[src/shared/ddr_lvl_pkg.sv]
package ddr_lvl_pkg;
   // ****************************************
   // Commands on the link
   // ****************************************
   typedef enum logic [2:0] {
      CMD_NOP = 3'h0,
      CMD_MRS = 3'h1,
      CMD_SRE = 3'h2,
      CMD_SRX = 3'h3,
      CMD_PDE = 3'h4,
      CMD_PDX = 3'h5,
      CMD_DES = 3'h7
   } cmd_t;
   // ****************************************
   // Mode register selection and bits
   // ****************************************
   localparam logic [1:0] SEL_BASE = 2'h0;
   localparam logic [1:0] SEL_EXT = 2'h1;
   localparam int ADDR_W = 16;
   localparam int DLL_DISABLE_POS = 0;
   localparam int LEVELING_ENABLE_POS = 7;
   localparam int DLL_RESET_POS = 8;
   localparam int OUTPUT_OFF_POS = 12;
   localparam logic [ADDR_W-1:0] EXT_RESET = 16'h0000;
   // ****************************************
   // Timing, in nanoseconds and derived clock counts
   // ****************************************
   localparam int CLK_PERIOD_NS = 25;
   localparam int MODE_UPDATE_DELAY_NS = 300;
   localparam int MODE_COMMAND_CYCLE_TIME_NS = 100;
   localparam int ENTRY_CLOCK_HOLD_TIME_NS = 250;
   localparam int EXIT_CLOCK_SETUP_TIME_NS = 250;
   localparam int SELF_REFRESH_EXIT_DELAY_NS = 500;
   localparam int DLL_LOCK_TIME_NS = 2000;
   localparam int MODE_UPDATE_CYC = (MODE_UPDATE_DELAY_NS + CLK_PERIOD_NS - 1) / CLK_PERIOD_NS;
   localparam int MODE_CMD_CYC = (MODE_COMMAND_CYCLE_TIME_NS + CLK_PERIOD_NS - 1) / CLK_PERIOD_NS;
   localparam int ENTRY_HOLD_CYC = (ENTRY_CLOCK_HOLD_TIME_NS + CLK_PERIOD_NS - 1) / CLK_PERIOD_NS;
   localparam int EXIT_SETUP_CYC = (EXIT_CLOCK_SETUP_TIME_NS + CLK_PERIOD_NS - 1) / CLK_PERIOD_NS;
   localparam int SR_EXIT_CYC = (SELF_REFRESH_EXIT_DELAY_NS + CLK_PERIOD_NS - 1) / CLK_PERIOD_NS;
   localparam int DLL_LOCK_CYC = (DLL_LOCK_TIME_NS + CLK_PERIOD_NS - 1) / CLK_PERIOD_NS;
   localparam int CNT_W = 12;
   // ****************************************
   // Controller register map
   // ****************************************
   localparam logic [3:0] REG_CTRL = 4'h0;
   localparam logic [3:0] REG_STATUS = 4'h1;
   localparam logic [3:0] REG_DELAY = 4'h2;
   localparam int CTRL_GO_DLL_OFF = 0;
   localparam int CTRL_GO_DLL_ON = 1;
   localparam int CTRL_GO_LEVEL = 2;
   localparam int CTRL_GO_LEVEL_EXIT = 3;
   localparam int CTRL_OUTPUT_OFF = 4;
   localparam int MAX_DELAY = 255;
endpackage
[src/shared/ddr_lvl_if.sv]
`timescale 1ns/10ps
interface ddr_lvl_if;
   import ddr_lvl_pkg::*;
   logic ck;
   logic cke;
   logic termination_control_pin;
   cmd_t cmd;
   logic [1:0] sel;
   logic [ADDR_W-1:0] addr;
   logic [1:0] dqs;
   logic [15:0] dq_out;
   logic dq_oe_n;
   modport mem (input ck, cke, termination_control_pin, cmd, sel, addr, dqs, output dq_out, dq_oe_n);
   modport ctl (output ck, cke, termination_control_pin, cmd, sel, addr, dqs, input dq_out, dq_oe_n);
endinterface

[src/core/ddr_ctl_end.sv]
`timescale 1ns/10ps
module ddr_ctl_end import ddr_lvl_pkg::*; #(
   parameter int DLL_LOCK_CYCLES = DLL_LOCK_CYC,
   parameter int CK_DIV = 4
) (
   input wire logic i_mclk,
   input wire logic i_rst,
   ddr_lvl_if.ctl bus,
   input wire logic [3:0] i_addr,
   input wire logic [31:0] i_wdata,
   input wire logic i_wr,
   input wire logic i_rd,
   output logic [31:0] o_rdata,
   output logic o_fast_clock
);
   // Below four mclk per link clock the synchronised edge arrives after the command is gone
   if (CK_DIV < 4 || CK_DIV > 256 || CK_DIV % 2 != 0) begin : g_bad_div
      $error("CK_DIV must be even and between 4 and 256");
   end
   if (DLL_LOCK_CYCLES < 1 || DLL_LOCK_CYCLES >= (1 << CNT_W)) begin : g_bad_lock
      $error("DLL_LOCK_CYCLES out of range");
   end
   typedef enum logic [4:0] {
      ST_IDLE = 5'h00, ST_OFF_MRS = 5'h01, ST_OFF_MOD = 5'h02, ST_OFF_SRE = 5'h03,
      ST_OFF_HOLD = 5'h04, ST_OFF_SETUP = 5'h05, ST_OFF_SRX = 5'h06, ST_OFF_XS = 5'h07,
      ST_OFF_REWRITE = 5'h08, ST_OFF_FIN = 5'h09,
      ST_ON_SRE = 5'h0A, ST_ON_HOLD = 5'h0B, ST_ON_SETUP = 5'h0C, ST_ON_SRX = 5'h0D,
      ST_ON_XS = 5'h0E, ST_ON_EN = 5'h0F, ST_ON_MRD1 = 5'h10, ST_ON_RST = 5'h11,
      ST_ON_MRD2 = 5'h12, ST_ON_LOCK = 5'h13,
      ST_LV_MRS = 5'h14, ST_LV_MOD = 5'h15, ST_LV_PULSE = 5'h16, ST_LV_LOW = 5'h17,
      ST_LV_WAIT = 5'h18, ST_LV_EXIT = 5'h19, ST_LV_FIN = 5'h1A
   } state_t;
   state_t st_q;
   logic [CNT_W-1:0] cnt_q;
   logic [7:0] div_q;
   logic ck_q, ck_rise;
   logic [15:0] fb_s;
   logic [16:0] fb_sync;
   logic fb_oe_n_s, fb_bit;
   logic [7:0] delay_q;
   logic locked_q, out_off_q, fail_q, fb_prev_q;
   logic cmd_go;
   cmd_t cmd_q;
   logic [1:0] sel_q;
   logic [ADDR_W-1:0] addr_q;
   logic cke_q, odt_q, dqs_q;
   sync2 #(.W(17)) u_fb (.i_mclk(i_mclk), .i_rst(i_rst), .i_d({bus.dq_oe_n, bus.dq_out}), .o_q(fb_sync));
   assign fb_s = fb_sync[15:0];
   assign fb_oe_n_s = fb_sync[16];
   // A rank with its buffers off gives no feedback, whatever its pins still hold
   assign fb_bit = fb_s[0] && !fb_oe_n_s;
   // ****************************************
   // Link clock divider; slowed while DLL is off
   // ****************************************
   always_ff @(posedge i_mclk or posedge i_rst) begin
      if (i_rst) begin
         div_q <= 8'h00;
         ck_q <= 1'b0;
      end else if (div_q >= 8'(((o_fast_clock ? CK_DIV : 2 * CK_DIV) / 2) - 1)) begin
         div_q <= 8'h00;
         ck_q <= !ck_q;
      end else begin
         div_q <= div_q + 8'h01;
      end
   end
   // Rate only switches in self-refresh; a count past the new limit wraps at once instead of stalling
   // Power-down rate changes are never used, so their hold rules are kept trivially
   assign ck_rise = (div_q == 8'h00) && !ck_q;
   assign cmd_go = ck_rise;
   assign bus.ck = ck_q;
   assign bus.cke = cke_q;
   assign bus.termination_control_pin = odt_q;
   assign bus.cmd = cmd_q;
   assign bus.sel = sel_q;
   assign bus.addr = addr_q;
   assign bus.dqs = {2{dqs_q}};
   // ****************************************
   // Sequencer
   // ****************************************
   always_ff @(posedge i_mclk or posedge i_rst) begin
      if (i_rst) begin
         st_q <= ST_IDLE;
         cnt_q <= '0;
         cmd_q <= CMD_DES;
         sel_q <= SEL_BASE;
         addr_q <= '0;
         cke_q <= 1'b1;
         odt_q <= 1'b0;
         dqs_q <= 1'b0;
         o_fast_clock <= 1'b1;
         delay_q <= 8'h00;
         locked_q <= 1'b0;
         fail_q <= 1'b0;
         fb_prev_q <= 1'b0;
         out_off_q <= 1'b0;
      end else begin
         if (cmd_go) cmd_q <= CMD_NOP;
         if (cnt_q != '0) cnt_q <= cnt_q - 1'b1;
         case (st_q)
            ST_IDLE: begin
               // Odt stays low at idle so termination is off
               odt_q <= 1'b0;
               if (i_wr && i_addr == REG_CTRL) begin
                  out_off_q <= i_wdata[CTRL_OUTPUT_OFF];
                  if (i_wdata[CTRL_GO_DLL_OFF] && o_fast_clock) st_q <= ST_OFF_MRS;
                  else if (i_wdata[CTRL_GO_DLL_ON] && !o_fast_clock) st_q <= ST_ON_SRE;
                  else if (i_wdata[CTRL_GO_LEVEL]) begin
                     st_q <= ST_LV_MRS;
                     delay_q <= 8'h00;
                     locked_q <= 1'b0;
                     fail_q <= 1'b0;
                     fb_prev_q <= 1'b1;
                  end
               end
            end
            ST_OFF_MRS: if (cmd_go) begin
               cmd_q <= CMD_MRS; sel_q <= SEL_EXT;
               addr_q <= 16'h0001 << DLL_DISABLE_POS;
               cnt_q <= CNT_W'(MODE_UPDATE_CYC); st_q <= ST_OFF_MOD;
            end
            ST_OFF_MOD, ST_ON_SRE: if (cnt_q == '0 && cmd_go) begin
               cmd_q <= CMD_SRE; cke_q <= 1'b0;
               cnt_q <= CNT_W'(ENTRY_HOLD_CYC);
               st_q <= (st_q == ST_OFF_MOD) ? ST_OFF_HOLD : ST_ON_HOLD;
            end
            ST_OFF_HOLD, ST_ON_HOLD: if (cnt_q == '0) begin
               o_fast_clock <= (st_q == ST_ON_HOLD);
               cnt_q <= CNT_W'(EXIT_SETUP_CYC);
               st_q <= (st_q == ST_OFF_HOLD) ? ST_OFF_SETUP : ST_ON_SETUP;
            end
            ST_OFF_SETUP, ST_ON_SETUP: if (cnt_q == '0 && cmd_go) begin
               cmd_q <= CMD_SRX; cke_q <= 1'b1; odt_q <= 1'b0;
               cnt_q <= CNT_W'(SR_EXIT_CYC);
               st_q <= (st_q == ST_OFF_SETUP) ? ST_OFF_XS : ST_ON_XS;
            end
            ST_OFF_XS: if (cnt_q == '0 && cmd_go) begin
               cmd_q <= CMD_MRS; sel_q <= SEL_BASE; addr_q <= '0;
               cnt_q <= CNT_W'(MODE_UPDATE_CYC); st_q <= ST_OFF_FIN;
            end
            ST_OFF_FIN, ST_ON_LOCK, ST_LV_FIN: if (cnt_q == '0) st_q <= ST_IDLE;
            ST_ON_XS: if (cnt_q == '0 && cmd_go) begin
               cmd_q <= CMD_MRS; sel_q <= SEL_EXT; addr_q <= '0;
               cnt_q <= CNT_W'(MODE_CMD_CYC); st_q <= ST_ON_MRD1;
            end
            ST_ON_MRD1: if (cnt_q == '0 && cmd_go) begin
               cmd_q <= CMD_MRS; sel_q <= SEL_BASE;
               addr_q <= 16'h0001 << DLL_RESET_POS;
               cnt_q <= CNT_W'(MODE_CMD_CYC); st_q <= ST_ON_MRD2;
            end
            ST_ON_MRD2: if (cnt_q == '0 && cmd_go) begin
               cmd_q <= CMD_MRS; sel_q <= SEL_BASE; addr_q <= '0;
               cnt_q <= CNT_W'(DLL_LOCK_CYCLES); st_q <= ST_ON_LOCK;
            end
            ST_LV_MRS: if (cmd_go) begin
               // Outputs enabled would limit termination; none is programmed here
               cmd_q <= CMD_MRS; sel_q <= SEL_EXT;
               addr_q <= (16'h0001 << LEVELING_ENABLE_POS) | (16'(out_off_q) << OUTPUT_OFF_POS)
                  | (16'(!o_fast_clock) << DLL_DISABLE_POS);
               cnt_q <= CNT_W'(MODE_UPDATE_CYC); st_q <= ST_LV_MOD;
            end
            ST_LV_MOD: if (cnt_q == '0) begin
               odt_q <= 1'b1;
               cnt_q <= CNT_W'({4'h0, delay_q}) + CNT_W'(CK_DIV); st_q <= ST_LV_PULSE;
            end
            ST_LV_PULSE: if (cnt_q == '0) begin
               dqs_q <= 1'b1; cnt_q <= CNT_W'(CK_DIV); st_q <= ST_LV_LOW;
            end
            ST_LV_LOW: if (cnt_q == '0) begin
               dqs_q <= 1'b0; cnt_q <= CNT_W'(CK_DIV); st_q <= ST_LV_WAIT;
            end
            ST_LV_WAIT: if (cnt_q == '0) begin
               // Lower lane decides; a 0 then 1 locks the setting
               fb_prev_q <= fb_bit;
               if (!fb_prev_q && fb_bit) begin
                  locked_q <= 1'b1; st_q <= ST_LV_EXIT;
               end else if (delay_q == 8'(MAX_DELAY)) begin
                  fail_q <= 1'b1; st_q <= ST_LV_EXIT;
               end else begin
                  delay_q <= delay_q + 8'h01;
                  cnt_q <= CNT_W'({4'h0, delay_q}) + CNT_W'(CK_DIV); st_q <= ST_LV_PULSE;
               end
            end
            ST_LV_EXIT: begin
               odt_q <= 1'b0;
               if (cmd_go) begin
                  cmd_q <= CMD_MRS; sel_q <= SEL_EXT; addr_q <= 16'(!o_fast_clock) << DLL_DISABLE_POS;
                  cnt_q <= CNT_W'(MODE_UPDATE_CYC); st_q <= ST_LV_FIN;
               end
            end
            default: st_q <= ST_IDLE;
         endcase
      end
   end
   // ****************************************
   // Register read port
   // ****************************************
   always_ff @(posedge i_mclk or posedge i_rst) begin
      if (i_rst) o_rdata <= 32'h0000_0000;
      else if (i_rd) begin
         case (i_addr)
            REG_STATUS: o_rdata <= {24'h0, fail_q, locked_q, !o_fast_clock, st_q == ST_IDLE, fb_s[8], fb_s[0], 2'h0};
            REG_DELAY: o_rdata <= {24'h0, delay_q};
            REG_CTRL: o_rdata <= {27'h0, out_off_q, 4'h0};
            default: o_rdata <= 32'h0000_0000;
         endcase
      end
   end
endmodule

[src/core/sync2.sv]
`timescale 1ns/10ps
module sync2 #(parameter int W = 1) (
   input wire logic i_mclk,
   input wire logic i_rst,
   input wire logic [W-1:0] i_d,
   output logic [W-1:0] o_q
);
   logic [W-1:0] meta_q;
   // Only the second stage may be read by logic
   always_ff @(posedge i_mclk or posedge i_rst) begin
      if (i_rst) begin
         meta_q <= '0;
         o_q <= '0;
      end else begin
         meta_q <= i_d;
         o_q <= meta_q;
      end
   end
endmodule

[src/flat_wrapper.sv]
// flat-port wrapper written by rule: the top's interface ports become plain ports
module ddr_ctl_end_flat import ddr_lvl_pkg::*;
#(
   parameter int DLL_LOCK_CYCLES = DLL_LOCK_CYC,
   parameter int CK_DIV = 4
)
  (i_mclk, i_rst, i_addr, i_wdata, i_wr, i_rd, o_rdata, o_fast_clock, bus_ck, bus_cke, bus_termination_control_pin, bus_cmd, bus_sel, bus_addr, bus_dqs, bus_dq_out, bus_dq_oe_n);
  ddr_lvl_if bus_i ();
  input wire logic i_mclk;
  input wire logic i_rst;
  input wire logic [3:0] i_addr;
  input wire logic [31:0] i_wdata;
  input wire logic i_wr;
  input wire logic i_rd;
  output logic [31:0] o_rdata;
  output logic o_fast_clock;
  output wire logic [$bits(bus_i.ck)-1:0] bus_ck;
  output wire logic [$bits(bus_i.cke)-1:0] bus_cke;
  output wire logic [$bits(bus_i.termination_control_pin)-1:0] bus_termination_control_pin;
  output wire logic [$bits(bus_i.cmd)-1:0] bus_cmd;
  output wire logic [$bits(bus_i.sel)-1:0] bus_sel;
  output wire logic [$bits(bus_i.addr)-1:0] bus_addr;
  output wire logic [$bits(bus_i.dqs)-1:0] bus_dqs;
  input wire logic [$bits(bus_i.dq_out)-1:0] bus_dq_out;
  input wire logic [$bits(bus_i.dq_oe_n)-1:0] bus_dq_oe_n;
  assign bus_ck = bus_i.ck;
  assign bus_cke = bus_i.cke;
  assign bus_termination_control_pin = bus_i.termination_control_pin;
  assign bus_cmd = bus_i.cmd;
  assign bus_sel = bus_i.sel;
  assign bus_addr = bus_i.addr;
  assign bus_dqs = bus_i.dqs;
  assign bus_i.dq_out = bus_dq_out;
  assign bus_i.dq_oe_n = bus_dq_oe_n;
  ddr_ctl_end #(.DLL_LOCK_CYCLES(DLL_LOCK_CYCLES), .CK_DIV(CK_DIV)) u_core (.i_mclk(i_mclk), .i_rst(i_rst), .bus(bus_i), .i_addr(i_addr), .i_wdata(i_wdata), .i_wr(i_wr), .i_rd(i_rd), .o_rdata(o_rdata), .o_fast_clock(o_fast_clock));
endmodule
[config.mk]
export PLATFORM = sky130hd
export DESIGN_NAME = ddr_ctl_end_flat
export DESIGN_NICKNAME = d
export VERILOG_FILES = /design/src/shared/ddr_lvl_pkg.sv /design/src/shared/ddr_lvl_if.sv /design/src/core/ddr_ctl_end.sv /design/src/core/sync2.sv /design/src/flat_wrapper.sv
export SDC_FILE = /design/constraint.sdc
export NUM_CORES = 1
export LEC_CHECK = 0
export ABC_AREA = 1
export BUFFER_PORTS_ARGS = -buffer_cell sky130_fd_sc_hd__buf_4
export CORE_MARGIN = 8
export CORE_UTILIZATION = 44
export DETAILED_ROUTE_END_ITERATION = 10
export GPL_TIMING_DRIVEN = 1
export HOLD_SLACK_MARGIN = 0.06
export PLACE_DENSITY = 0.69
export SYNTH_ARGS = -nofsm -noshare
export SYNTH_HDL_FRONTEND = slang
export SYNTH_SLANG_ARGS = --single-unit
[constraint.sdc]
create_clock -name i_mclk -period 2.9 [get_ports i_mclk]
set_input_delay 0.58 -clock i_mclk [delete_from_list [all_inputs] [get_ports i_mclk]]
set_output_delay 0.58 -clock i_mclk [all_outputs]
set_load 0.05 [all_outputs]
==> flow_summary.json, run 1 <==
{
  "status": "finished, final reports clean",
  "gr-total-overflow": 0,
  "cts-resized-gates": 0,
  "slew_headroom": 0.6138,
  "drv_slew": 0,
  "drtIter0Drc": 221,
  "gp_congestion": 0.9372,
  "worstPathBufferInverterCount": 1,
  "hold_viol": 0,
  "clkTransAtPathRegs_ps": 80,
  "max_stage_delay_ps": 380,
  "critical_path.most_common_cell": "nand2_1",
  "final.min_clock_period_ps": 2307,
  "rsz0062_at_grt": "false",
  "path_cells": "inv_1 > ha_1 > nand3_1 > nor2_4 > nand2_2 > nand2_1 > nand3_1 > nor2_2 > nand3_2 > nand2_1 > nand2_1",
  "port_buffers": 36,
  "endpoint": "u_core.st_q[4]",
  "crit_path_start_kind": "flop",
  "path_class": "flop to flop",
  "grt_usage": 0.1649,
  "die_h_um": 115.4,
  "synth_area_leaders": "dfrtp_1 34%, nand2_1 12%, buf_4 6.7%, nand3_1 5.8%, inv_1 5.6%",
  "ys.warnings.count": 0,
  "critPathTopFamily": "simple AND/OR/NAND/NOR gates",
  "stdcell_area_um2": 4835,
  "layout_commonest_cell": "nand2_1",
  "cts_hold_buffers": 0,
  "cp_num_cells": 11,
  "finalSetupViolCount": 0,
  "synth.top_cell.area_share": 0.3398,
  "fin_setup_tns_ps": 0,
  "via_per_inst": 4.934,
  "insertion_delay_ps": 350,
  "r2r-end": "u_core.st_q[4]",
  "die-area_um2": 13310,
  "cts_setup_buffers": 0,
  "grt_pass1_vias": 3631,
  "synth_edf_count": 0,
  "crit_arrival_ps": 2540,
  "place_area_um2": 4629,
  "cts_tree": "yes",
  "crit_slowest_cell": "dfrtp_1",
  "synthFlopType": "dfrtp_1",
  "crit_fanout": 21,
  "final_nets": 697,
  "clock-sinks": 64,
  "die_w_um": 115.4,
  "reg2reg_depth": 11,
  "drt-pass1-iter-count": 5,
  "drc_errors": 0,
  "placementRows": 36,
  "post_drt_wl_per_cell_um": 13.71,
  "grt_max_degree": 40,
  "layout_worst_path_cycle_share": 0.7957,
  "skew_ps": 9.778,
  "netlist_area_um2": 4345,
  "via_count": 3804,
  "leakagePower_uw": 0.002595,
  "antenna_left": 0,
  "cts_root_buffer": "clkbuf_8",
  "postSynthCellCount": 588,
  "htree_levels": 3,
  "hp-class": "input port to asynchronous set/reset pin",
  "antenna_found_initial": 0,
  "syn_to_final_growth_pct": 11.26,
  "grt_first_pass_wirelength_um": 17570,
  "synthArstFlopShare": 1.000,
  "wl_um": 10570,
  "max-cap-violations": 0,
  "yosysTopAreaCell": "dfrtp_1",
  "fin_util": 0.4992,
  "coreArea_um2": 9684,
  "reg2reg_slack_ps": 590,
  "clk_path_buf_depth": 2,
  "place_hpwl_um": 8295,
  "crit_start": "u_core.cnt_q[0]",
  "start_util": 0.4487,
  "ios": 116,
  "endpoint_kind": "flop",
  "ir_drop_mv": 0.3187,
  "cp.required_ps": 3140,
  "final_cell_mix": "142 x nand2_1, 64 x inv_1, 59 x dfrtp_1",
  "power_per_cell_area_nw_per_um2": 890.0,
  "n_antenna_cell": 0,
  "ys_seq_elements": 64,
  "fmax_mhz": 433.4,
  "worst_pin_slew_ps": 578.4,
  "drive_gt1_frac": 0.1724,
  "r2r-start": "u_core.cnt_q[0]",
  "synth.distinct_cells": 42,
  "cts_buffers": 9,
  "syn_area_per_cell_um2": 7.390,
  "ys_seq_area_frac": 0.3700
}
worst min path at each step:
stage | end | slack [ps] | startpoint | cells past startpoint
5_1_grt | u_core.u_fb.meta_q[8] | 310 | bus_dq_out[8] | 1
4_1_cts | u_core.st_q[4] | 310 | i_rst | 2
6_report | u_core.st_q[4] | 300 | i_rst | 2
3_3_place_gp | u_core.u_fb.o_q[0] | 330 | u_core.u_fb.meta_q[0] | 0
3_5_place_dp | u_core.u_fb.o_q[0] | 340 | u_core.u_fb.meta_q[0] | 0
2_1_floorplan | u_core.u_fb.o_q[0] | 330 | u_core.u_fb.meta_q[0] | 0
cell usage after synthesis, types with 2 or more instances:
cell and count:
nor2_2 6, a21oi_1 14, nand3_1 50, mux2_2 5
and3_1 2, nor2_1 55, buf_6 3, o31ai_1 2
nand4_1 13, nand3_2 9, nand2_1 142, dfrtp_1 59
o21ai_0 28, clkbuf_1 2, nor4_1 2, o21ai_1 10
inv_1 65, buf_2 3, dfstp_2 5, xnor2_1 3
nand2_2 5, nand3b_1 2, ha_1 7, buf_4 39
inv_2 10, o22ai_1 8, xor2_1 11, nor3_1 8
nor2_4 7
cell families (layout without fill, tap and decap cells):
group           count (synthesis)  in the layout  share of synthesized area
compound gates                 71             71                    0.09560
other cells                     1             42                  0.0008630
fa+ha+maj                       7              7                    0.02015
xor+xnor                       14             14                    0.02822
simple gates                  303            303                     0.3262
buf+inv                       123            132                     0.1460
flops                          64             64                     0.3700
mux                             5              5                    0.01296
power by group:
| group | total [uW] | leakage (uW) | internal, uW | switching (uW) |
|---|---|---|---|---|
| clock | 803 | 0.0000989 | 423 | 380 |
| combinational | 2200 | 0.00171 | 699 | 1500 |
| sequential | 1300 | 0.000783 | 1090 | 212 |
layout make-up:
type / count / area, um2
fillers: 977 / 4850
multi-input cells: 442 / 2257
flip-flops and latches: 64 / 1608
repair buffers: 40 / 312.8
inverters: 76 / 285.3
well taps: 133 / 166.4
clock buffers: 10 / 137.6
clock inverters: 6 / 67.56
stage by stage:
step | cells | total power [uW] | hold WS [ps] | setup WS (ps)
after detailed placement | 755 | 3496 | 336.4 | 619.1
after CTS | 771 | 4310 | 311.5 | 607.4
after global placement | 755 | 3465 | 333.1 | 674.0
after floorplan | 629 | 3045 | 331.2 | 730.2
after global routing | 771 | 4643 | 312.4 | 392.4
final | 771 | 4303 | 303.0 | 592.6
flip-flops by register name, summed over array words and instances, names as in the netlist:
register	count
u_core.st_q	5
u_core.bus.ck	1
u_core.div_q	8
u_core.cnt_q	12
u_core.delay_q	8
u_core.fail_q	1
u_core.o_rdata	8
u_core.bus.cke	1
u_core.locked_q	1
u_core.bus.sel	1
u_core.u_fb.o_q	3
u_core.u_fb.meta_q	3
u_core.bus.addr	4
u_core.bus.cmd	3
u_core.fb_prev_q	1
u_core.out_off_q	1
u_core.dqs_q	1
u_core.o_fast_clock	1
u_core.bus.termination_control_pin	1
worst reg2reg max path: stages (launching register included):
cell and delay, ps:
dfrtp_1 380, inv_1 120, ha_1 200, nand3_1 170, nor2_4 210, nand2_2 290
nand2_1 180, nand3_1 90, nor2_2 240, nand3_2 160, nand2_1 100, nand2_1 60
metal layers:
metal / up-vias / GRT usage / routed length (um)
li1: 1910 / - / -
met1: 1754 / 0.2161 / 4874
met2: 122 / 0.2519 / 4664
met3: 18 / 0.04674 / 812
met4: 0 / 0.06130 / 221
met5: - / 0 / 0
Note: power is estimated with default switching activity, not from simulation.
==> run 2, diff against run 1 <==
Settings changed: ABC_AREA 1 to 0, PLACE_DENSITY 0.69 to 0.68.
Clock period 2.9 ns to 2.2 ns, I/O delays scaled along.
==> run 2 against run 1 <==
Effect of this change:
- the flow now finishes with violations (negative setup slack)
- non-clock buffer count increased by 141
- count of clock-buffer cells in the layout decreased by 1
- critical path depth decreased by 4
- sequential power increased by 22%
- critical path type unchanged
- critical endpoint is now u_core.st_q[1]
==> flow_summary.json, run 2 <==
{
  "netlist_top_cells_count": "59 x dfrtp_1, 45 x nand2_1, 41 x nor2_1",
  "leakagePower_uw": 0.002948,
  "clkPwrFrac": 0.148,
  "ys_seq_elements": 64,
  "finalSetupViolCount": 17,
  "layout_worst_path_cycle_share": 1.071,
  "synth.distinct_cells": 74,
  "coreArea_um2": 10320,
  "fin_ws_ps": -156.3,
  "synthFlopType": "dfrtp_1",
  "start_util": 0.4544,
  "grt_pass1_vias": 4954,
  "layout_commonest_cell": "buf_4",
  "htree_levels": 3,
  "worst_pin_slew_ps": 622.7,
  "crit_arrival_ps": 2610,
  "endpoint_kind": "flop",
  "seqCellArea_um2": 1608,
  "cts_root_buffer": "clkbuf_8",
  "path_class": "flop to flop",
  "switching_share": 0.4481,
  "place_area_um2": 5903,
  "postSynthCellCount": 568,
  "grt_usage": 0.2314,
  "synth_edf_count": 0,
  "port_buffers": 36,
  "r2r-start": "u_core.cnt_q[5]",
  "fin_util": 0.6267,
  "fin_setup_tns_ps": -1140,
  "cts_hold_buffers": 0,
  "rsz0062_at_grt": "true",
  "final_nets": 787,
  "largest_reg_flops": 12,
  "internal-power_uw": 4508,
  "die_h_um": 119.3,
  "syn_area_per_cell_um2": 8.258,
  "instances_no_fill": 864,
  "cts_buffers": 9,
  "place_hpwl_um": 12250,
  "final_cell_mix": "167 x buf_4, 59 x dfrtp_1, 42 x conb_1",
  "wl_um": 16640,
  "drive_gt1_frac": 0.3668,
  "ir_drop_mv": 0.6480,
  "die_w_um": 119.3,
  "power_per_cell_area_nw_per_um2": 1262,
  "clock-sinks": 64,
  "max-cap-violations": 0,
  "yosysTopAreaCell": "dfrtp_1",
  "insertion_delay_ps": 370,
  "cp.required_ps": 2450,
  "hold_viol": 0,
  "status": "finished, violations left",
  "crit_fanout": 6,
  "multiInputGateArea_um2": 2903,
  "via_count": 4943,
  "synthArstFlopShare": 1.000,
  "hp-class": "input port to asynchronous set/reset pin",
  "final.min_clock_period_ps": 2356,
  "antenna_left": 0,
  "top_register": "u_core.cnt_q",
  "slew_headroom": 0.5849,
  "drc_errors": 0,
  "pre_cts_slack_ps": -123.9,
  "antenna_found_initial": 0,
  "via_per_inst": 5.721,
  "netlist_area_um2": 4691,
  "gr-total-overflow": 0,
  "ys_seq_area_frac": 0.3428,
  "grt_max_degree": 42,
  "clk_path_buf_depth": 2,
  "drt-pass1-iter-count": 5,
  "grt_first_pass_wirelength_um": 26330,
  "syn_to_final_growth_pct": 37.93,
  "crit_start": "u_core.cnt_q[5]",
  "n_antenna_cell": 0,
  "netSwitchingPower_uw": 3660,
  "drv_slew": 0,
  "comb_power_share": 0.658,
  "cts_tree": "yes",
  "ys.warnings.count": 0,
  "ios": 116,
  "post_drt_wl_per_cell_um": 19.25,
  "fillers": 911,
  "synth.top_cell.area_share": 0.3148,
  "fmax_mhz": 424.4,
  "pwr-share-seq": 0.194,
  "synth.most_common_cell": "dfrtp_1",
  "stdcell_area_um2": 6470,
  "violations": "negative setup slack",
  "crit_path_start_kind": "flop",
  "die-area_um2": 14220,
  "skew_ps": 21.75,
  "placed_cells": 833,
  "clkTransAtPathRegs_ps": 100,
  "drtIter0Drc": 448,
  "placementRows": 37,
  "synth_area_leaders": "dfrtp_1 31%, buf_4 6.2%, a21oi_1 4.3%, o21ai_0 3.8%, nand2_1 3.6%",
  "gp_congestion": 0.9765
}
## run 2: changes by cell type after synthesis, moves of 10 or more
cell      change
o21ai_1      -10
nand3_1      -32
nor3_1       +12
clkbuf_1     +18
buf_2        +14
nand4_1      -10
a21oi_1      +26
nand2b_1     +11
inv_1        -44
nand2_1      -97
nor2b_1      +14
nor2_1       -14
## run 2: layout make-up
class / instances / share of cell area
clock buffer: 9 / 0.01915
clock inverter: 7 / 0.01586
inverter: 22 / 0.01276
multi-input combinational: 445 / 0.4487
sequential: 64 / 0.2485
tap: 136 / 0.02630
timing repair buffer: 181 / 0.2288
## run 2: what timing repair did
item	4_1_cts	5_1_grt
endpoints found under the setup margin	21	34
pin swaps	13	11
resized for setup	33	33
setup buffers	13	4
## run 2: layer usage
metal	global-route usage	up-vias	routed length, um	part of all wire
met5	0	-	0	0
met4	0.1028	0	498	0.030
met3	0.04393	43	1345	0.081
met2	0.3692	273	7675	0.46
met1	0.2985	2344	7117	0.43
li1	-	2283	-	-
## run 2: power groups by stage
stage	clock network (uW)	logic (uW)	registers (uW)
final	1210	5380	1580
after global routing	1280	5720	1600
after CTS	1230	5050	1570
after detailed placement	0	4840	1590
after global placement	0	4790	1580
after floorplan	0	2720	1710
## run 2: worst paths after layout
kind	to	slack (ps)	cells after the start
max reg2reg	u_core.st_q[1]	-160	7
max in group asynchronous	u_core.bus.cke	1390	3
min reg2reg	u_core.u_fb.o_q[16]	350	0
min	u_core.bus.addr[8]	110	2
max	u_core.st_q[1]	-160	7
min in group i_mclk	u_core.u_fb.meta_q[8]	180	1
## run 2: through the flow
stage	hold WS (ps)	power, uW
2_1_floorplan	331.2	4431
3_5_place_dp	334.7	6430
6_report	105.5	8168
5_1_grt	154.3	8598
3_3_place_gp	332.9	6371
4_1_cts	117.6	7849
## run 2: worst max-delay path: stages (launching register included)
cell       delay, ps
dfrtp_1          410
or4_4            570
nor3_4           240
inv_2            120
a22o_1           220
nand4bb_1        210
buf_6            180
mux2_4           290
## run 2: logic make-up (layout without fill, tap and decap cells)
family | Yosys count | count (layout) | synth area share
AND/OR/NAND/NOR | 205 | 205 | 0.2315
other | 1 | 42 | 0.0007994
multiplexers | 9 | 9 | 0.02267
buffers and inverters | 100 | 219 | 0.1158
AO/OA/AOI/OAI | 160 | 160 | 0.2265
flip-flops | 64 | 64 | 0.3428
XOR/XNOR | 21 | 21 | 0.03921
adder cells (fa/ha/maj) | 8 | 8 | 0.02080
